**src/design/sysopt_pkg.sv**
```systemverilog
// Constants, offsets and types for the system options register bank.
// Assumes a 100 MHz bus clock and a classic Wishbone master.
// Behaviour
// - Write-once option bits take the first write after reset, later writes ignored.
// - Bit 7 picks watchdog counting source: 1 kHz low-power tick or bus clock.
// - Bit 6 is write-once; window mode applies only while bit 7 is 1.
// - In window mode any reset-status write in the first 75% forces system reset.
// - Bit 4 set feeds comparator output into timer one capture channel 0.
// - Bit 3 routes timer two channel 1 to port B pin 4 or port A pin 7.
// - Bit 2 puts timer two channel 0 on port A pin 1 or pin 6.
// - Bit 1 puts timer one channel 1 on port B pin 5 or port C pin 1.
// - Bit 0 routes timer one channel 0 to port A pin 0 or port C pin 0.
package sysopt_pkg;
	localparam int          ADR_W           = 8;
	localparam logic [7:0]  ADR_OPTIONS     = 8'h00;
	localparam logic [7:0]  ADR_RESET_STAT  = 8'h04;
	localparam logic [7:0]  ADR_WDOG_CTRL   = 8'h08;
	localparam int          BIT_CLK_SEL     = 7;
	localparam int          BIT_WINDOW      = 6;
	localparam int          BIT_CMP_CAPTURE = 4;
	localparam logic [7:0]  OPT_RESET       = 8'h00;
	localparam logic [7:0]  OPT_WRITE_MASK  = 8'hDF;
	localparam logic [7:0]  OPT_ONCE_MASK   = 8'hC0;
	localparam logic [7:0]  SERVICE_FIRST   = 8'h55;
	localparam logic [7:0]  SERVICE_SECOND  = 8'hAA;
	localparam int          CTRL_BIT_WD_EN  = 0;
	localparam int          STAT_BIT_OPEN   = 0;
	localparam int          STAT_BIT_ARMED  = 1;
	localparam int          NUM_CH          = 4;
	localparam int unsigned CLK_PERIOD_NS   = 10;
	localparam int unsigned LP_PERIOD_NS    = 1000000;
	localparam int unsigned LP_TICK_CYCLES  = LP_PERIOD_NS / CLK_PERIOD_NS;
	localparam int unsigned WDOG_TIMEOUT_DEFAULT = 1024;
	typedef enum logic [1:0] {
		SVC_IDLE  = 2'h0,
		SVC_ARMED = 2'h1
	} sysopt_svc_t;
endpackage

```
**src/design/sysopt_wdog_if.sv**
```systemverilog
// Carrier between the option register logic and the watchdog counter.
// Assumes both ends share one clock.
`timescale 1ns/1ps
interface sysopt_wdog_if;
	logic enable;
	logic bus_clk_sel;
	logic window_mode;
	logic srs_write;
	logic service_done;
	logic timeout;
	logic early_write;
	logic window_open;
	modport ctrl (output enable, bus_clk_sel, window_mode, srs_write, service_done,
	              input timeout, early_write, window_open);
	modport wdog (input enable, bus_clk_sel, window_mode, srs_write, service_done,
	              output timeout, early_write, window_open);
endinterface

```
**src/design/sysopt_top.sv**
```systemverilog
// System options register bank with watchdog window check and pin routing.
// Assumes a classic Wishbone master on clk_i; pins arrive asynchronously.
//
// The implementer's own choices: the register offsets and register access over Wishbone.
`timescale 1ns/1ps
module sysopt_top import sysopt_pkg::*; #(
	parameter int unsigned LP_TICK_CYCLES_P      = LP_TICK_CYCLES,
	parameter int unsigned WDOG_TIMEOUT_TICKS_P  = WDOG_TIMEOUT_DEFAULT
) (
	input  wire logic              clk_i,                    // Bus clock, 100 MHz
	input  wire logic              rst_i,                    // Synchronous reset
	input  wire logic              wb_cyc_i,                 // Bus cycle
	input  wire logic              wb_stb_i,                 // Bus strobe
	input  wire logic              wb_we_i,                  // Write enable
	input  wire logic [ADR_W-1:0]  wb_adr_i,                 // Byte address
	input  wire logic [3:0]        wb_sel_i,                 // Byte lanes
	input  wire logic [31:0]       wb_dat_i,                 // Write data
	output logic      [31:0]       wb_dat_o,                 // Read data
	output logic                   wb_ack_o,                 // Acknowledge
	output logic                   system_reset_o,           // Watchdog reset pulse
	output logic                   watchdog_clock_select_o,  // Current bit 7
	output logic                   watchdog_window_enable_o, // Current bit 6
	input  wire logic              analog_comparator_i,      // Comparator output, async
	input  wire logic [NUM_CH-1:0] tmr_out_i,                // Timer channel outputs
	input  wire logic [NUM_CH-1:0] tmr_oe_i,                 // Timer channel enables
	output logic      [NUM_CH-1:0] tmr_in_o,                 // Timer channel inputs
	input  wire logic [NUM_CH-1:0] pin_first_i,              // Pin level, first location
	input  wire logic [NUM_CH-1:0] pin_second_i,             // Pin level, second location
	output logic      [NUM_CH-1:0] pin_first_o,              // Pin drive, first location
	output logic      [NUM_CH-1:0] pin_first_oe_o,           // Pin enable, first location
	output logic      [NUM_CH-1:0] pin_second_o,             // Pin drive, second location
	output logic      [NUM_CH-1:0] pin_second_oe_o           // Pin enable, second location
);
	typedef struct packed {
		logic [7:0]        opts;
		logic              once_done;
		logic              wd_en;
		sysopt_svc_t       svc;
		logic              ack;
		logic [31:0]       rdata;
		logic              sys_rst;
		logic [NUM_CH-1:0] first_s1;
		logic [NUM_CH-1:0] first_s2;
		logic [NUM_CH-1:0] second_s1;
		logic [NUM_CH-1:0] second_s2;
		logic              cmp_s1;
		logic              cmp_s2;
		logic [NUM_CH-1:0] first_o;
		logic [NUM_CH-1:0] first_oe;
		logic [NUM_CH-1:0] second_o;
		logic [NUM_CH-1:0] second_oe;
		logic [NUM_CH-1:0] tin;
	} sysopt_state_t;

	sysopt_state_t     st;
	sysopt_state_t     next_st;
	sysopt_wdog_if     wd_bus ();

	logic              req;
	logic              wr_lane0;
	logic              srs_write;
	logic              service_done;
	logic [7:0]        opt_mask;
	logic [NUM_CH-1:0] route_first_o;
	logic [NUM_CH-1:0] route_first_oe;
	logic [NUM_CH-1:0] route_second_o;
	logic [NUM_CH-1:0] route_second_oe;
	logic [NUM_CH-1:0] route_in;

	// Classic cycle: one ack per request, gap cycle forced by !st.ack
	assign req       = wb_cyc_i && wb_stb_i && !st.ack;
	assign wr_lane0  = req && wb_we_i && wb_sel_i[0];
	assign srs_write = wr_lane0 && (wb_adr_i == ADR_RESET_STAT);
	assign service_done = srs_write && (st.svc == SVC_ARMED)
	                      && (wb_dat_i[7:0] == SERVICE_SECOND);

	// Write-once bits drop out of the mask after the first write
	assign opt_mask = st.once_done ? (OPT_WRITE_MASK & ~OPT_ONCE_MASK) : OPT_WRITE_MASK;

	// Channel order 0..3 matches option bits 0..3, so bit i picks location
	genvar ch;
	generate
		for (ch = 0; ch < NUM_CH; ch++) begin : g_route
			logic alt;
			assign alt = st.opts[ch];
			assign route_first_o[ch]   = !alt && tmr_out_i[ch];
			assign route_first_oe[ch]  = !alt && tmr_oe_i[ch];
			assign route_second_o[ch]  = alt && tmr_out_i[ch];
			assign route_second_oe[ch] = alt && tmr_oe_i[ch];
			if (ch == 0) begin : g_cap
				// Comparator takes over the capture input, the pin stays routed
				assign route_in[ch] = st.opts[BIT_CMP_CAPTURE] ? st.cmp_s2
				                      : (alt ? st.second_s2[ch] : st.first_s2[ch]);
			end else begin : g_pin
				assign route_in[ch] = alt ? st.second_s2[ch] : st.first_s2[ch];
			end
		end
	endgenerate

	always_comb begin
		next_st = st;
		next_st.ack = req;
		next_st.sys_rst = wd_bus.timeout || wd_bus.early_write;

		// Pin and comparator inputs pass two flops before use
		next_st.first_s1  = pin_first_i;
		next_st.first_s2  = st.first_s1;
		next_st.second_s1 = pin_second_i;
		next_st.second_s2 = st.second_s1;
		next_st.cmp_s1    = analog_comparator_i;
		next_st.cmp_s2    = st.cmp_s1;

		next_st.first_o   = route_first_o;
		next_st.first_oe  = route_first_oe;
		next_st.second_o  = route_second_o;
		next_st.second_oe = route_second_oe;
		next_st.tin       = route_in;

		if (wr_lane0) begin
			case (wb_adr_i)
				ADR_OPTIONS: begin
					next_st.opts = (st.opts & ~opt_mask) | (wb_dat_i[7:0] & opt_mask);
					next_st.once_done = 1'b1;
				end
				ADR_WDOG_CTRL: begin
					next_st.wd_en = wb_dat_i[CTRL_BIT_WD_EN];
				end
				ADR_RESET_STAT: begin
					// Service pair tracker; a stray value restarts the pair
					case (st.svc)
						SVC_IDLE: begin
							next_st.svc = (wb_dat_i[7:0] == SERVICE_FIRST) ? SVC_ARMED : SVC_IDLE;
						end
						SVC_ARMED: begin
							next_st.svc = (wb_dat_i[7:0] == SERVICE_FIRST) ? SVC_ARMED : SVC_IDLE;
						end
						default: begin
							next_st.svc = SVC_IDLE;
						end
					endcase
				end
				default: begin
				end
			endcase
		end

		if (req && !wb_we_i) begin
			case (wb_adr_i)
				ADR_OPTIONS: begin
					next_st.rdata = {24'h000000, st.opts};
				end
				ADR_RESET_STAT: begin
					next_st.rdata = 32'h00000000;
					next_st.rdata[STAT_BIT_OPEN]  = wd_bus.window_open;
					next_st.rdata[STAT_BIT_ARMED] = (st.svc == SVC_ARMED);
				end
				ADR_WDOG_CTRL: begin
					next_st.rdata = 32'h00000000;
					next_st.rdata[CTRL_BIT_WD_EN] = st.wd_en;
				end
				default: begin
					next_st.rdata = 32'h00000000;
				end
			endcase
		end
	end

	always_ff @(posedge clk_i) begin
		if (rst_i) begin
			st       <= '0;
			st.opts  <= OPT_RESET;
			st.svc   <= SVC_IDLE;
		end else begin
			st <= next_st;
		end
	end

	assign wd_bus.enable       = st.wd_en;
	assign wd_bus.bus_clk_sel  = st.opts[BIT_CLK_SEL];
	assign wd_bus.window_mode  = st.opts[BIT_WINDOW] && st.opts[BIT_CLK_SEL];
	assign wd_bus.srs_write    = srs_write;
	assign wd_bus.service_done = service_done;

	sysopt_wdog #(
		.TICK_CYCLES   (LP_TICK_CYCLES_P),
		.TIMEOUT_TICKS (WDOG_TIMEOUT_TICKS_P)
	) u_wdog (
		.clk_i (clk_i),
		.rst_i (rst_i),
		.wd    (wd_bus)
	);

	assign wb_dat_o                 = st.rdata;
	assign wb_ack_o                 = st.ack;
	assign system_reset_o           = st.sys_rst;
	assign watchdog_clock_select_o  = st.opts[BIT_CLK_SEL];
	assign watchdog_window_enable_o = st.opts[BIT_WINDOW];
	assign tmr_in_o                 = st.tin;
	assign pin_first_o              = st.first_o;
	assign pin_first_oe_o           = st.first_oe;
	assign pin_second_o             = st.second_o;
	assign pin_second_oe_o          = st.second_oe;
endmodule

```
**src/design/sysopt_wdog.sv**
```systemverilog
// Watchdog counter with optional service window.
// Assumes strobes from the controller are one-cycle pulses on clk_i.
`timescale 1ns/1ps
module sysopt_wdog import sysopt_pkg::*; #(
	parameter int unsigned TICK_CYCLES   = LP_TICK_CYCLES,
	parameter int unsigned TIMEOUT_TICKS = WDOG_TIMEOUT_DEFAULT
) (
	input  wire logic        clk_i, // Bus clock
	input  wire logic        rst_i, // Synchronous reset
	sysopt_wdog_if.wdog      wd     // Controller side
);
	localparam logic [31:0] TICK_LAST = 32'(TICK_CYCLES - 1);
	localparam logic [31:0] CNT_LAST  = 32'(TIMEOUT_TICKS - 1);
	localparam logic [31:0] WIN_START = 32'(TIMEOUT_TICKS - TIMEOUT_TICKS / 4);

	typedef struct packed {
		logic [31:0] presc;
		logic [31:0] count;
		logic        timeout;
		logic        early;
		logic        open;
	} sysopt_wd_state_t;

	sysopt_wd_state_t st;
	sysopt_wd_state_t next_st;
	logic             tick;

	always_comb begin
		next_st = st;
		next_st.timeout = 1'b0;
		next_st.early = 1'b0;
		tick = wd.bus_clk_sel || (st.presc == TICK_LAST);
		if (!wd.enable) begin
			next_st.presc = '0;
			next_st.count = '0;
		end else begin
			next_st.presc = tick ? '0 : st.presc + 32'h1;
			if (wd.window_mode && wd.srs_write && !st.open) begin
				next_st.early = 1'b1;
				next_st.count = '0;
				next_st.presc = '0;
			end else if (wd.service_done) begin
				next_st.count = '0;
				next_st.presc = '0;
			end else if (tick) begin
				if (st.count == CNT_LAST) begin
					next_st.timeout = 1'b1;
					next_st.count = '0;
				end else begin
					next_st.count = st.count + 32'h1;
				end
			end
		end
		// Final quarter of the period is the legal service window
		next_st.open = (next_st.count >= WIN_START);
	end

	always_ff @(posedge clk_i) begin
		if (rst_i) begin
			st <= '0;
		end else begin
			st <= next_st;
		end
	end

	assign wd.timeout     = st.timeout;
	assign wd.early_write = st.early;
	assign wd.window_open = st.open;
endmodule

```
**config.mk**
```make
export PLATFORM = sky130hd
export DESIGN_NAME = sysopt_top
export DESIGN_NICKNAME = d
export VERILOG_FILES = /design/src/design/sysopt_pkg.sv /design/src/design/sysopt_wdog_if.sv /design/src/design/sysopt_top.sv /design/src/design/sysopt_wdog.sv
export SDC_FILE = /design/constraint.sdc
export NUM_CORES = 1
export LEC_CHECK = 0
export BUFFER_PORTS_ARGS = -buffer_cell sky130_fd_sc_hd__buf_4
export CAP_MARGIN = 15
export CORE_MARGIN = 3
export CORE_UTILIZATION = 35
export DETAILED_ROUTE_END_ITERATION = 10
export PLACE_DENSITY = 0.7
export REMOVE_ABC_BUFFERS = 1
export SLEW_MARGIN = 20
export SYNTH_ARGS = -nofsm -noshare
export SYNTH_HDL_FRONTEND = slang
export SYNTH_SLANG_ARGS = --single-unit
export TNS_END_PERCENT = 50
```
**constraint.sdc**
```tcl
create_clock -name clk_i -period 2.87 [get_ports clk_i]
set_clock_uncertainty 0.05 [all_clocks]
set_input_delay 0.4305 -clock clk_i [delete_from_list [all_inputs] [get_ports clk_i]]
set_output_delay 0.4305 -clock clk_i [all_outputs]
set_load 0.01 [all_outputs]
```
==> impl_metrics.toml <==
[finish]
antenna-diode-count = 0
final_cell_mix = "dfxtp_1 (122), buf_4 (105), nor2_1 (97)"
design_area_um2 = 6810
final_common_cell = "dfxtp_1"
final_core_util = 0.445
drive_gt1_frac = 0.220
layout.nets = 770
fillCellCount = 1501
area_growth_pct = 23.8

[sta]
setup_viol = 0
relSlewSlack = 0.622
period_minus_slack_ns = 2.85
worst_slew_pin_slew_ns = 0.563
holdWs_ns = 0.172
fmax_mhz = 351
finalMaxSlewViolations = 0
finalCritPeriodShare = 0.992
rsz0062_at_grt = "true"
tns_ns = 0
hold_violations = 0
worst_slack_ns = 0.0215

[route]
drtIter0Drc = 273
drt-pass1-iter-count = 5
wl_per_cell_um = 11.7
drc = 0
drt_wl_total_mm = 10.9
vias_per_cell = 4.61
ant_nets = 0
num_vias = 4269

[logic_synthesis]
ys_top_cells_by_area = "dfxtp_1 (45%), buf_4 (7.1%), nor2_1 (6.6%)"
postSynthCellCount = 628
async_flop_share = 0
yosys_warnings = 0
synth.avg_cell_area_um2 = 8.76
syn_area_um2 = 5500
seq_area_frac_synth = 0.451
synth_enable_flop_cells = 0
netlist.area_leader.share = 0.451
ys_ff_latch = 124
synthFlopType = "dfxtp_1"
yosysTopAreaCell = "dfxtp_1"
ys_types = 47

[cts]
clk_pin_slew_worst_paths_ns = 0.06
root_buffer = "clkbuf_16"
clk_latency_ns = 0.42
cts_made_buffers = 17
htreeDepth = 4
cts_sinks = 124
cts_buffer_depth = 2
cts_tree = "done"
hold_buffers = 0

[setup_path]
critPathKind = "reg2reg"
critPathLaunch = "u_wdog.st[60]"
cp-end-kind = "register"
reg2reg_from = "u_wdog.st[60]"
cp-start-kind = "register"
critPathMaxFanout = 3
critical_path_arrival_ns = 3.10
crit_required_ns = 3.12

[floorplanning]
io-pin-count = 122
die_w_um = 131
die-area_um2 = 17300
rows = 45
initial_core_util = 0.359
fp.dieH_um = 131
core-area_um2 = 15300

[global_route]
grt_max_degree = 59
antenna_found_initial = 0
grt_pass1_vias = 3932
grt_pass1_wl_mm = 18.4
grt-ovfl-total = 0
grt_use_total = 0.128

[power_and_ir_drop]
ir_drop_mv = 0.424
power_density_nw_per_um2 = 580
leakagePower_nw = 2.60

[placement]
placedInstanceArea_um2 = 6170
gp_congestion = 0.788
dp_slack_ns = -0.115
dp_hpwl_mm = 7.58
io_buffers = 69

[flow_run]
max_cap_violations = 0

[status]
outcome = "finished clean"

[worst_hold_path]
hp-class = "in2reg"
worstHoldStart = "pin_second_i[3]"
-- flip-flops by register name, indices dropped and copies added, names as in the netlist, named ones only --
| name | cells |
|---|---|
| wb_dat_o | 7 |
| st | 12 |
| pin_first_oe_o | 4 |
| pin_first_o | 4 |
| pin_second_o | 4 |
| u_wdog.wd.early_write | 1 |
| u_wdog.wd.window_open | 1 |
| wb_ack_o | 1 |
| u_wdog.wd.timeout | 1 |
| wd_bus.enable | 1 |
| u_wdog.st | 64 |
| tmr_in_o | 4 |
| g_route.alt | 4 |
| next_st | 9 |
| system_reset_o | 1 |
| pin_second_oe_o | 4 |
-- where the power goes --
| group | switching, mW | internal [mW] | total (mW) |
|---|---|---|---|
| logic | 0.0551 | 0.0589 | 0.114 |
| registers | 0.00435 | 1.74 | 1.75 |
| clock network | 0.845 | 1.25 | 2.09 |
-- kinds of logic after synthesis --
group                    Yosys count  share of synthesized area
AO/OA/AOI/OAI                     49                     0.0537
XOR/XNOR                          60                     0.0955
adder cells (fa/ha/maj)            2                    0.00455
buffers and inverters             82                     0.0916
flip-flops                       124                      0.451
multiplexers                       8                     0.0146
other                              1                   0.000681
AND/OR/NAND/NOR                  302                      0.288
-- metrics by stage --
stage / instances / total power, mW
final: 926 / 3.95
after floorplan: 576 / 1.82
after global placement: 891 / 1.90
after CTS: 925 / 4.01
after global routing: 926 / 4.09
after detailed placement: 891 / 1.90
-- worst max-delay path, stage by stage, from the launching register on --
cell,delay [ns]
dfxtp_2,0.32
or4_4,0.53
nor4_4,0.36
a31oi_4,0.15
or4_4,0.51
or2_4,0.25
o31a_1,0.24
and4b_1,0.26
a31oi_1,0.07
-- per-layer routing --
metal	GRT usage	up-vias	share of wire
li1	-	2205	-
met1	0.168	1958	0.49
met2	0.194	92	0.45
met3	0.0463	14	0.050
met4	0.0438	0	0.014
met5	0	-	0
-- layout make-up --
cell class | count | area, um^2 | share of cell area
clock inverters | 14 | 149 | 0.0219
well taps | 211 | 264 | 0.0388
repair buffers | 107 | 820 | 0.120
inverters | 6 | 22.5 | 0.00331
clock buffers | 18 | 439 | 0.0645
multi-input cells | 446 | 2630 | 0.386
flip-flops and latches | 124 | 2480 | 0.365
-- synthesized netlist by cell type (2+ instances only) --
| library cell | count |
|---|---|
| dfxtp_1 | 124 |
| nor2_1 | 97 |
| buf_4 | 52 |
| nand2_1 | 50 |
| xor2_1 | 33 |
| xnor2_1 | 27 |
| clkbuf_1 | 22 |
| a21oi_1 | 20 |
| nor2b_1 | 20 |
| nand3_1 | 17 |
| nor3_1 | 17 |
| nand4_1 | 15 |
| and3_1 | 13 |
| o21ai_0 | 12 |
| nor3b_1 | 10 |
| or3_1 | 10 |
| and3b_1 | 9 |
| mux2i_1 | 8 |
| nor4_1 | 7 |
| inv_1 | 6 |
| or2_2 | 6 |
| a22oi_1 | 5 |
| or4_1 | 5 |
| a31oi_1 | 4 |
| and4_1 | 4 |
| nor4b_1 | 4 |
| and2_1 | 3 |
| nand3b_1 | 3 |
| nor4bb_1 | 3 |
| a211oi_1 | 2 |
| ha_1 | 2 |
| nand2b_1 | 2 |
| nand4b_1 | 2 |
-- worst paths after layout --
| path | endpoint | slack, ns | depth (start not counted) |
|---|---|---|---|
| max | u_wdog.wd.window_open | 0.02 | 8 |
| min | next_st[25] | 0.17 | 2 |
| max reg2reg | u_wdog.wd.window_open | 0.02 | 8 |
| min reg2reg | st[24] | 0.38 | 1 |
-- timing repair --
| action | in CTS | in global routing |
|---|---|---|
| pin swaps | 6 | 4 |
| buffers inserted | 2 | 1 |
| setup endpoints to repair | 1 | 1 |
| gates resized for setup | 4 | 6 |
Note: power is estimated with default switching activity, not from simulation.
